<file path="src/ebc_pkg.sv">
package ebc_pkg;

    ////////////////////////////////////////////////////////////////////////
    // Widths
    localparam int ADDR_W  = 24;
    localparam int DATA_W  = 16;
    localparam int NUM_WIN = 4;
    localparam int CS_W    = 5;
    localparam int CNT_W   = 4;
    localparam int DIV_W   = 4;
    localparam int FC_W    = 6;
    localparam int TC_W    = 8;
    localparam int AS_W    = 16;

    ////////////////////////////////////////////////////////////////////////
    // Internal peripheral bus ranges; the gap between them goes external
    localparam logic [23:0] IPB0_LO = 24'h20_0000;
    localparam logic [23:0] IPB0_HI = 24'h20_67FF;
    localparam logic [23:0] IPB1_LO = 24'h20_8000;
    localparam logic [23:0] IPB1_HI = 24'h20_BFFF;

    ////////////////////////////////////////////////////////////////////////
    // Reset and idle values, timing
    localparam logic [4:0]  CS_IDLE    = 5'h1F;
    localparam logic [1:0]  OE_OFF     = 2'h3;
    localparam logic [DIV_W-1:0] REF_HALF_DEF = 4'h1; // Half ref period
    localparam logic [6:0]  SEG_BITS   = 7'h7F;       // A16..A22 at most

    ////////////////////////////////////////////////////////////////////////
    // Field layouts, lowest field last
    typedef struct packed {
        logic rdy_pol;
        logic rdy_en;
        logic cs_en;
        logic mux;
        logic bus16;
        logic en;
    } ebc_fcon_type;

    typedef struct packed {
        logic [1:0] hold;
        logic [3:0] dw;
        logic [1:0] aw;
    } ebc_tcon_type;

    typedef struct packed {
        logic [11:0] base;
        logic [3:0]  size;
    } ebc_asel_type;

    typedef enum logic [5:0] {
        ST_IDLE  = 6'h01,
        ST_START = 6'h02,
        ST_ADDR  = 6'h04,
        ST_STRB  = 6'h08,
        ST_HOLD  = 6'h10,
        ST_IPB   = 6'h20
    } ebc_state_type;

endpackage

</file>
<file path="src/ebc_win_if.sv">
`timescale 1ns/10ps
interface ebc_win_if;
    logic [23:0]           addr;
    ebc_pkg::ebc_asel_type asel;
    logic                  en;
    logic                  hit;

    modport match (input addr, input asel, input en, output hit);
    modport ctrl  (output addr, output asel, output en, input hit);
endinterface

</file>
<file path="src/ebc_win_match.sv">
`timescale 1ns/10ps
// Window covers 4 KiB shifted left by the size code
module ebc_win_match (
    ebc_win_if.match w
);
    logic [11:0] mask;

    // Compare only the bits above the window size
    assign mask  = 12'hFFF << w.asel.size;
    assign w.hit = w.en && (((w.addr[23:12] ^ w.asel.base) & mask) == 12'h000);
endmodule // ebc_win_match

</file>
<file path="src/ebc_sync.sv">
`timescale 1ns/10ps
// Three-stage pin synchroniser; value moves once stages two and three agree
module ebc_sync #(
    parameter int W = 1
) (
    input  wire logic         i_mclk,
    input  wire logic         i_nrst,
    input  wire logic         i_ce,
    input  wire logic [W-1:0] i_pin,
    output logic      [W-1:0] o_val
);
    typedef struct packed {
        logic [W-1:0] s1;
        logic [W-1:0] s2;
        logic [W-1:0] s3;
        logic [W-1:0] val;
    } ebc_sync_type;

    ebc_sync_type st_q;
    ebc_sync_type st_d;

    // Stage one is only read by stage two
    always_comb begin
        st_d    = st_q;
        st_d.s1 = i_pin;
        st_d.s2 = st_q.s1;
        st_d.s3 = st_q.s2;
        if (st_q.s2 == st_q.s3) begin
            st_d.val = st_q.s3;
        end
    end

    always_ff @(posedge i_mclk or negedge i_nrst) begin
        if (!i_nrst) begin
            st_q <= '0;
        end else if (i_ce) begin
            st_q <= st_d;
        end
    end

    assign o_val = st_q.val;
endmodule // ebc_sync

</file>
<file path="src/ebc_ctrl.sv">
`timescale 1ns/10ps
// Behaviour
// - Every external and internal peripheral bus access goes through here
// - Single-chip mode makes no external access; else external bus mode
// - External address width programmable from zero to 24 bits
// - Data bus width byte or halfword; transfers sized to it
// - Multiplexed or demultiplexed bus operation selectable
// - Demultiplexed mode drives low address on dedicated address lines
// - Number of segment lines selectable, 64 KiB up to 8 MiB
// - Optional chip selects, one per window plus default
// - Per-window timing and function settings set bus timing
// - Ready input extends access; software selects its active level
// - Four programmable address windows, each with own settings
// - Window four beats three, window two beats one
// - Addresses outside all windows use default settings, set zero
// - Only the selected window asserts its chip select
// - Bus phases follow the rising edge of the reference clock out
// - Bus mode switches per access to match the selected window
// - Reserved areas are issued as external accesses
module ebc_ctrl #(
    parameter logic [3:0] REF_HALF = ebc_pkg::REF_HALF_DEF
) (
    input  wire logic         i_mclk,
    input  wire logic         i_nrst,
    input  wire logic         i_ce,
    // Internal request port
    input  wire logic         i_req,
    input  wire logic [23:0]  i_addr,
    input  wire logic         i_wr,
    input  wire logic         i_word,
    input  wire logic [15:0]  i_wdata,
    output logic              o_ack,
    output logic              o_err,
    output logic [15:0]       o_rdata,
    // Configuration
    input  wire logic         i_single_chip,
    input  wire logic [4:0]   i_addr_width,
    input  wire logic [2:0]   i_seg_lines,
    input  wire logic [7:0]   i_default_timing_config,
    input  wire logic [5:0]   i_default_function_config,
    input  wire logic [3:0][7:0]  i_window_timing_config,
    input  wire logic [3:0][5:0]  i_window_function_config,
    input  wire logic [3:0][15:0] i_window_address_select,
    // Internal peripheral bus
    output logic              o_ipb_req,
    output logic [23:0]       o_ipb_addr,
    output logic              o_ipb_wr,
    output logic              o_ipb_word,
    output logic [15:0]       o_ipb_wdata,
    input  wire logic         i_ipb_ack,
    input  wire logic [15:0]  i_ipb_rdata,
    // External pins
    output logic              o_bus_reference_clock_out,
    output logic [23:0]       o_addr,
    input  wire logic [15:0]  i_ad,
    output logic [15:0]       o_ad_o,
    output logic [1:0]        o_ad_oe_n,
    output logic              o_ale,
    output logic              o_rd_n,
    output logic              o_wr_n,
    output logic              o_bhe_n,
    output logic [4:0]        o_cs_n,
    input  wire logic         i_ready
);
    typedef struct packed {
        ebc_pkg::ebc_state_type state;
        logic [3:0]             div;
        logic                   refclk;
        logic [3:0]             cnt;
        logic [2:0]             win;
        logic [23:0]            addr;
        logic                   wr;
        logic                   word;
        logic [15:0]            wdata;
        logic [15:0]            rdata;
        logic                   second;
        logic                   ack;
        logic                   err;
        ebc_pkg::ebc_fcon_type  fc;
        ebc_pkg::ebc_tcon_type  tc;
        logic                   ale;
        logic                   rd_n;
        logic                   wr_n;
        logic                   bhe_n;
        logic [4:0]             cs_n;
        logic [15:0]            ad_o;
        logic [1:0]             ad_oe_n;
        logic [23:0]            addr_o;
        logic                   ipb_req;
    } ebc_ctl_type;

    localparam ebc_ctl_type RST = '{
        state: ebc_pkg::ST_IDLE, cs_n: ebc_pkg::CS_IDLE,
        ad_oe_n: ebc_pkg::OE_OFF, rd_n: 1'h1, wr_n: 1'h1, bhe_n: 1'h1,
        default: '0};

    ebc_ctl_type           st_q;
    ebc_ctl_type           st_d;
    logic [3:0]            hit;
    logic [2:0]            sel_win;
    ebc_pkg::ebc_fcon_type sel_fc;
    ebc_pkg::ebc_tcon_type sel_tc;
    logic                  ipb_hit;
    logic                  tick;
    logic                  go_addr;
    logic                  rdy_s;
    logic                  rdy_act;
    logic [15:0]           din;
    logic [24:0]           wmask;
    logic [7:0]            smask;
    logic [23:0]           amask;
    logic [15:0]           lane_wd;
    logic [15:0]           lane_rd;

    ////////////////////////////////////////////////////////////////////////
    // Window decode, one matcher per window
    ebc_win_if wif[4] ();

    for (genvar g = 0; g < 4; g++) begin : g_win
        assign wif[g].addr = i_addr;
        assign wif[g].asel = ebc_pkg::ebc_asel_type'(i_window_address_select[g]);
        assign wif[g].en   = i_window_function_config[g][0];
        assign hit[g]      = wif[g].hit;
        ebc_win_match u_match (.w(wif[g]));
    end

    // Later windows override earlier ones; no hit keeps set zero
    always_comb begin
        sel_win = 3'h0;
        sel_fc  = ebc_pkg::ebc_fcon_type'(i_default_function_config);
        sel_tc  = ebc_pkg::ebc_tcon_type'(i_default_timing_config);
        for (int i = 0; i < 4; i++) begin
            if (hit[i]) begin
                sel_win = 3'(i + 1);
                sel_fc  = ebc_pkg::ebc_fcon_type'(i_window_function_config[i]);
                sel_tc  = ebc_pkg::ebc_tcon_type'(i_window_timing_config[i]);
            end
        end
    end

    // Reserved gap is not listed, so it falls through to the pins
    assign ipb_hit = ((i_addr >= ebc_pkg::IPB0_LO) && (i_addr <= ebc_pkg::IPB0_HI))
                  || ((i_addr >= ebc_pkg::IPB1_LO) && (i_addr <= ebc_pkg::IPB1_HI));

    ////////////////////////////////////////////////////////////////////////
    // Pin inputs and address masks
    ebc_sync #(.W(1))  u_rdy_sync (
        .i_mclk (i_mclk),
        .i_nrst (i_nrst),
        .i_ce   (i_ce),
        .i_pin  (i_ready),
        .o_val  (rdy_s)
    );
    ebc_sync #(.W(16)) u_ad_sync (
        .i_mclk (i_mclk),
        .i_nrst (i_nrst),
        .i_ce   (i_ce),
        .i_pin  (i_ad),
        .o_val  (din)
    );

    assign rdy_act = (rdy_s == st_q.fc.rdy_pol);
    assign wmask   = (25'h1 << i_addr_width) - 25'h1;
    assign smask   = (8'h01 << i_seg_lines) - 8'h01;
    assign amask   = wmask[23:0] & {1'h0, smask[6:0], 16'hFFFF};

    // Byte lanes: a byte rides both lanes on a wide bus, lane 0 on a narrow
    always_comb begin
        if (st_q.fc.bus16) begin
            lane_wd = st_q.word ? st_q.wdata : {2{st_q.wdata[7:0]}};
            lane_rd = st_q.word ? din
                    : (st_q.addr[0] ? {8'h00, din[15:8]} : {8'h00, din[7:0]});
        end else begin
            lane_wd = st_q.second ? {8'h00, st_q.wdata[15:8]}
                                  : {8'h00, st_q.wdata[7:0]};
            lane_rd = st_q.second ? {din[7:0], st_q.rdata[7:0]}
                                  : {8'h00, din[7:0]};
        end
    end

    ////////////////////////////////////////////////////////////////////////
    // Sequencer; every phase boundary is a rising reference clock edge
    always_comb begin
        st_d     = st_q;
        st_d.ack = 1'h0;
        st_d.err = 1'h0;
        tick     = 1'h0;
        go_addr  = 1'h0;
        if (st_q.div == REF_HALF - 4'h1) begin
            st_d.div    = 4'h0;
            st_d.refclk = ~st_q.refclk;
            tick        = ~st_q.refclk;
        end else begin
            st_d.div = st_q.div + 4'h1;
        end
        case (st_q.state)
            ebc_pkg::ST_IDLE: begin
                if (i_req && !st_q.ack) begin
                    st_d.addr   = i_addr;
                    st_d.wr     = i_wr;
                    st_d.word   = i_word;
                    st_d.wdata  = i_wdata;
                    st_d.rdata  = 16'h0000;
                    st_d.second = 1'h0;
                    st_d.win    = sel_win;
                    st_d.fc     = sel_fc;
                    st_d.tc     = sel_tc;
                    if (ipb_hit) begin
                        st_d.state   = ebc_pkg::ST_IPB;
                        st_d.ipb_req = 1'h1;
                    end else if (i_single_chip) begin
                        st_d.ack = 1'h1;
                        st_d.err = 1'h1;
                    end else begin
                        st_d.state = ebc_pkg::ST_START;
                    end
                end
            end
            ebc_pkg::ST_START: begin
                go_addr = tick;
            end
            ebc_pkg::ST_ADDR: begin
                if (tick && st_q.cnt != 4'h0) begin
                    st_d.cnt = st_q.cnt - 4'h1;
                end else if (tick) begin
                    st_d.state   = ebc_pkg::ST_STRB;
                    st_d.ale     = 1'h0;
                    st_d.cnt     = st_q.tc.dw;
                    st_d.rd_n    = st_q.wr;
                    st_d.wr_n    = ~st_q.wr;
                    st_d.ad_o    = lane_wd;
                    st_d.ad_oe_n = st_q.wr ? {~st_q.fc.bus16, 1'h0}
                                           : ebc_pkg::OE_OFF;
                end
            end
            ebc_pkg::ST_STRB: begin
                if (tick && st_q.cnt != 4'h0) begin
                    st_d.cnt = st_q.cnt - 4'h1;
                end else if (tick && (!st_q.fc.rdy_en || rdy_act)) begin
                    st_d.state = ebc_pkg::ST_HOLD;
                    st_d.rd_n  = 1'h1;
                    st_d.wr_n  = 1'h1;
                    st_d.cnt   = {2'h0, st_q.tc.hold};
                    if (!st_q.wr) begin
                        st_d.rdata = lane_rd;
                    end
                end
            end
            ebc_pkg::ST_HOLD: begin
                if (tick && st_q.cnt != 4'h0) begin
                    st_d.cnt = st_q.cnt - 4'h1;
                end else if (tick) begin
                    st_d.ad_oe_n = ebc_pkg::OE_OFF;
                    // Narrow bus splits a halfword into two byte cycles
                    if (!st_q.fc.bus16 && st_q.word && !st_q.second) begin
                        st_d.second = 1'h1;
                        st_d.addr   = st_q.addr + 24'h00_0001;
                        go_addr     = 1'h1;
                    end else begin
                        st_d.state = ebc_pkg::ST_IDLE;
                        st_d.cs_n  = ebc_pkg::CS_IDLE;
                        // Idle lines stay legal when width config changes
                        st_d.addr_o = 24'h00_0000;
                        st_d.ack   = 1'h1;
                    end
                end
            end
            ebc_pkg::ST_IPB: begin
                if (i_ipb_ack) begin
                    st_d.state   = ebc_pkg::ST_IDLE;
                    st_d.ipb_req = 1'h0;
                    st_d.rdata   = i_ipb_rdata;
                    st_d.ack     = 1'h1;
                end
            end
            default: begin
                st_d = RST;
            end
        endcase
        // Address phase set-up, shared by first and second byte cycle
        if (go_addr) begin
            st_d.state = ebc_pkg::ST_ADDR;
            st_d.ale   = 1'h1;
            st_d.cnt   = {2'h0, st_q.tc.aw};
            st_d.cs_n  = st_q.fc.cs_en ? ~(5'h01 << st_q.win)
                                       : ebc_pkg::CS_IDLE;
            st_d.bhe_n = ~(st_q.fc.bus16 && (st_q.word || st_d.addr[0]));
            if (st_q.fc.mux) begin
                st_d.addr_o  = {st_d.addr[23:16] & amask[23:16], 16'h0000};
                st_d.ad_o    = st_d.addr[15:0] & amask[15:0];
                st_d.ad_oe_n = 2'h0;
            end else begin
                st_d.addr_o  = st_d.addr & amask;
                st_d.ad_oe_n = ebc_pkg::OE_OFF;
            end
        end
    end

    always_ff @(posedge i_mclk or negedge i_nrst) begin
        if (!i_nrst) begin
            st_q <= RST;
        end else if (i_ce) begin
            st_q <= st_d;
        end
    end

    ////////////////////////////////////////////////////////////////////////
    // Outputs, all from flip-flops
    assign o_ack                     = st_q.ack;
    assign o_err                     = st_q.err;
    assign o_rdata                   = st_q.rdata;
    assign o_ipb_req                 = st_q.ipb_req;
    assign o_ipb_addr                = st_q.addr;
    assign o_ipb_wr                  = st_q.wr;
    assign o_ipb_word                = st_q.word;
    assign o_ipb_wdata               = st_q.wdata;
    assign o_bus_reference_clock_out = st_q.refclk;
    assign o_addr                    = st_q.addr_o;
    assign o_ad_o                    = st_q.ad_o;
    assign o_ad_oe_n                 = st_q.ad_oe_n;
    assign o_ale                     = st_q.ale;
    assign o_rd_n                    = st_q.rd_n;
    assign o_wr_n                    = st_q.wr_n;
    assign o_bhe_n                   = st_q.bhe_n;
    assign o_cs_n                    = st_q.cs_n;

    ////////////////////////////////////////////////////////////////////////
    // Checks; frozen cycles are skipped since state does not move
    logic take;
    assign take = (st_q.state == ebc_pkg::ST_IDLE) && i_req && !st_q.ack;
endmodule // ebc_ctrl

</file>
<file path="config.mk">
export PLATFORM = sky130hd
export DESIGN_NAME = ebc_ctrl
export DESIGN_NICKNAME = d
export VERILOG_FILES = /design/src/ebc_pkg.sv /design/src/ebc_win_if.sv /design/src/ebc_win_match.sv /design/src/ebc_sync.sv /design/src/ebc_ctrl.sv
export SDC_FILE = /design/constraint.sdc
export NUM_CORES = 1
export LEC_CHECK = 0
export BUFFER_PORTS_ARGS = -buffer_cell sky130_fd_sc_hd__buf_2
export CORE_MARGIN = 3
export CORE_UTILIZATION = 50
export CTS_CLUSTER_DIAMETER = 40
export DETAILED_ROUTE_END_ITERATION = 12
export GPL_TIMING_DRIVEN = 1
export PLACE_DENSITY_LB_ADDON = 0.3
export RECOVER_POWER = 25
export SYNTH_ARGS = -nofsm -noshare
export SYNTH_HDL_FRONTEND = slang
export SYNTH_SLANG_ARGS = --single-unit
</file>
<file path="constraint.sdc">
create_clock -name i_mclk -period 3.25 [get_ports i_mclk]
set_input_delay 0.65 -clock i_mclk [delete_from_list [all_inputs] [get_ports i_mclk]]
set_output_delay 0.65 -clock i_mclk [all_outputs]
set_load 0.02 [all_outputs]
</file>
==> impl_metrics.yaml <==
sta:
  finClkSkew_ns: 0.0138
  worst_slew_pin_slew_ns: 2.11
  min_period_ns: 2.96
  hold_viol: 0
  fmax_mhz: 337
  max-slew-margin-rel_pct: -40.5
  finalCritPeriodShare_pct: 91.2
  finalSetupTns_ns: 0
  setup_viol: 0
  slew_viol_final: 113
  rsz0062_at_grt: "no"
synthesis:
  synth_ff_type: "dfrtp_1"
  synth-edff-count: 0
  postSynthAreaPerCell_um2: 9.08
  netlist.area_leader.share_pct: 38.6
  synthesis.area_um2: 13000
  yosysSeqAreaShare_pct: 40.8
  ys_ff_latch: 211
  synth_cell_type_count: 80
  yosys.area.top_type: "dfrtp_1"
  ys_top_cells_by_area: "dfrtp_1 (39%), buf_4 (6.1%), mux2_2 (6.0%)"
  syn-instance-count: 1429
  yosys_warnings: 0
  ys_async_sr_fraction_pct: 100
  synth_nets: 1659
cells_and_area:
  regArea_um2: 5290
  nets: 1877
  fillers: 2221
  multi_input_area_um2: 6440
  syn_to_final_growth_pct: 18.2
  drive_above_1_share_pct: 32.2
  final_util_pct: 60.6
floorplanning:
  die_y_um: 167
  io_pins: 336
  initial_utilization_pct: 51.2
  core-area_um2: 25300
  rows: 58
  dieArea_um2: 27900
  die_width_um: 167
setup_path:
  worstSetupPathType: "register to register"
  cp-end-kind: "register"
  cp_data_required_time_ns: 3.59
  r2r_slack_ns: 0.29
  cp.arrival_ns: 3.31
  worst_setup_path_start_kind: "register"
  path_max_fanout: 8
grt:
  track_usage_pct: 27.2
  grt_overflow: 0
  grt_max_degree: 72
  grt_pass1_vias: 11325
  antenna_found_initial: 2
  grt_first_pass_wirelength_um: 62000
route:
  dr.pass1.iters: 9
  drc: 0
  vias: 11857
  drt-initial-drc-count: 1335
  via_per_inst: 5.93
  antenna_left: 0
  wl_per_cell_um: 19.7
  wl_um: 39400
placed_design:
  port_buffers: 333
  place.gp.congestion: 0.953
  dp_hpwl_um: 29500
cts:
  cts-root-buf: "clkbuf_16"
  htreeDepth: 2
  ctsHoldBuffers: 0
  cts_tree: "built"
  numCtsBuffers: 34
  clock-sinks: 211
  cts.clk_slew.worst_paths_ns: 0.05
  cts_buffer_depth: 3
  clock_latency_ns: 0.49
flow_run:
  maxCapViolCount: 2
outcome:
  status: "finished, violations left"
  violations: "max-capacitance violations, max-slew violations"
power:
  p_per_area_nw_per_um2: 763
  ir_worst_vdd_mv: 0.440
  leakagePower_nw: 7.11
worst_hold_path:
  min_path_type: "input port to register"
==> layer usage <==
metal	track usage, %	share of wire [%]	up-vias	routed length, um
met5	0	0.018	-	7
met4	8.75	3.1	2	1210
met3	5.44	8.2	83	3220
met2	43.8	47	531	18600
met1	37.2	42	5709	16400
li1	-	-	5532	-
==> layout by cell type, fill, tap and decap left out, types with 9 or more instances in the layout <==
cell type | netlist | layout
xnor2_1 | 39 | 39
nand3_1 | 33 | 32
nor2_1 | 106 | 106
nor4_1 | 9 | 9
and3_1 | 10 | 9
a31oi_1 | 13 | 13
nor3_1 | 28 | 28
buf_4 | 105 | 43
nand2_1 | 157 | 156
buf_2 | 11 | 331
a22o_1 | 11 | 11
dfstp_2 | 11 | 11
mux2i_1 | 17 | 17
mux2_2 | 69 | 69
clkbuf_1 | 66 | 9
o31ai_1 | 43 | 43
clkbuf_16 | 0 | 35
inv_1 | 23 | 23
a222oi_1 | 25 | 25
xor2_1 | 36 | 36
nand4_1 | 18 | 18
dfrtp_1 | 200 | 200
a21oi_1 | 114 | 114
o21ai_0 | 96 | 96
==> flip-flops by register name, summed over array words and instances (netlist names), 2 cells and up <==
signal and flops:
u_ad_sync.st_d 32, st_q 31, o_ipb_addr 24, o_addr 23
o_ad_o 16, o_ipb_wdata 16, o_rdata 16, u_ad_sync.o_val 16
u_ad_sync.st_q 16, o_cs_n 5, o_ad_oe_n 2, u_rdy_sync.st_d 2
==> cell usage after synthesis (all sizes together), types with 6 or more instances <==
cell / n
buf: 131
xnor2: 39
nor4: 13
a211oi: 6
xor2: 36
nand3: 33
a221oi: 8
mux2: 69
o21ai: 101
a22oi: 8
dfrtp: 200
a31oi: 13
o221ai: 7
o22ai: 8
o31ai: 43
a21oi: 114
and3: 10
mux2i: 17
a21o: 8
nand4: 18
and2: 7
clkbuf: 67
a22o: 11
nor3: 30
ha: 7
dfstp: 11
inv: 23
nand2: 157
nor2: 106
a222oi: 25
nor4b: 7
==> final cells by class <==
| type | count | area share (%) |
|---|---|---|
| clock buffers | 46 | 6.24 |
| flip-flops and latches | 211 | 34.5 |
| diodes | 1 | 0.0163 |
| multi-input cells | 996 | 42.0 |
| well taps | 330 | 2.69 |
| inverters | 24 | 0.587 |
| clock inverters | 13 | 0.832 |
| repair buffers | 380 | 13.1 |
==> worst max-delay path, cell delays in order (launching register included) <==
cell and delay [ns]:
dfrtp_1 0.40, inv_1 0.11, ha_1 0.16, or3b_2 0.58, nor4_2 0.34, o21a_1 0.31
buf_4 0.21, o221ai_1 0.31, a221oi_1 0.33, a21oi_1 0.07
==> cells by family after synthesis <==
kind of cell	Yosys count	synth area share (%)
compound gates	404	20.6
xor+xnor	75	5.06
fa+ha+maj	7	0.675
buf+inv	222	9.69
flops	211	40.8
mux	86	7.30
other cells	1	0.0289
simple gates	423	15.9
==> what timing repair did <==
item	4_1_cts	5_1_grt
resized for setup	0	2
endpoints found under the setup margin	0	3
setup buffers	0	0
==> per-stage QoR <==
| step | instances | setup slack, ns | total power [mW] | instance area, um^2 | hold slack (ns) |
|---|---|---|---|---|---|
| finish | 2001 | 0.286 | 11.7 | 15300 | 0.388 |
| global route | 2001 | 0.0721 | 12.4 | 15300 | 0.379 |
| CTS | 1999 | 0.0751 | 11.7 | 15400 | 0.201 |
| detailed placement | 1940 | 0.0986 | 8.24 | 14300 | 0.464 |
| global placement | 1940 | 0.0911 | 8.15 | 14300 | 0.451 |
| floorplan | 1429 | 0.556 | 7.09 | 13000 | 0.354 |
==> power breakdown <==
group | switching (mW) | leakage (nW) | internal (mW)
registers | 0.607 | 2.72 | 3.22
logic | 2.85 | 3.86 | 1.59
clock network | 1.22 | 0.533 | 2.22
total | 4.68 | 7.11 | 7.03
==> worst paths after layout <==
path,to,cells past startpoint,start
setup / recovery,st_q[131],9,st_q[130]
setup reg to reg,st_q[131],9,st_q[130]
min in group asynchronous,o_addr[19],1,i_nrst
max in group asynchronous,u_ad_sync.o_val[5],2,i_nrst
hold / removal,u_ad_sync.st_d[37],2,i_ad[5]
hold reg to reg,o_cs_n[1],2,o_cs_n[1]
No activity file was read; power rests on OpenSTA's default activity.
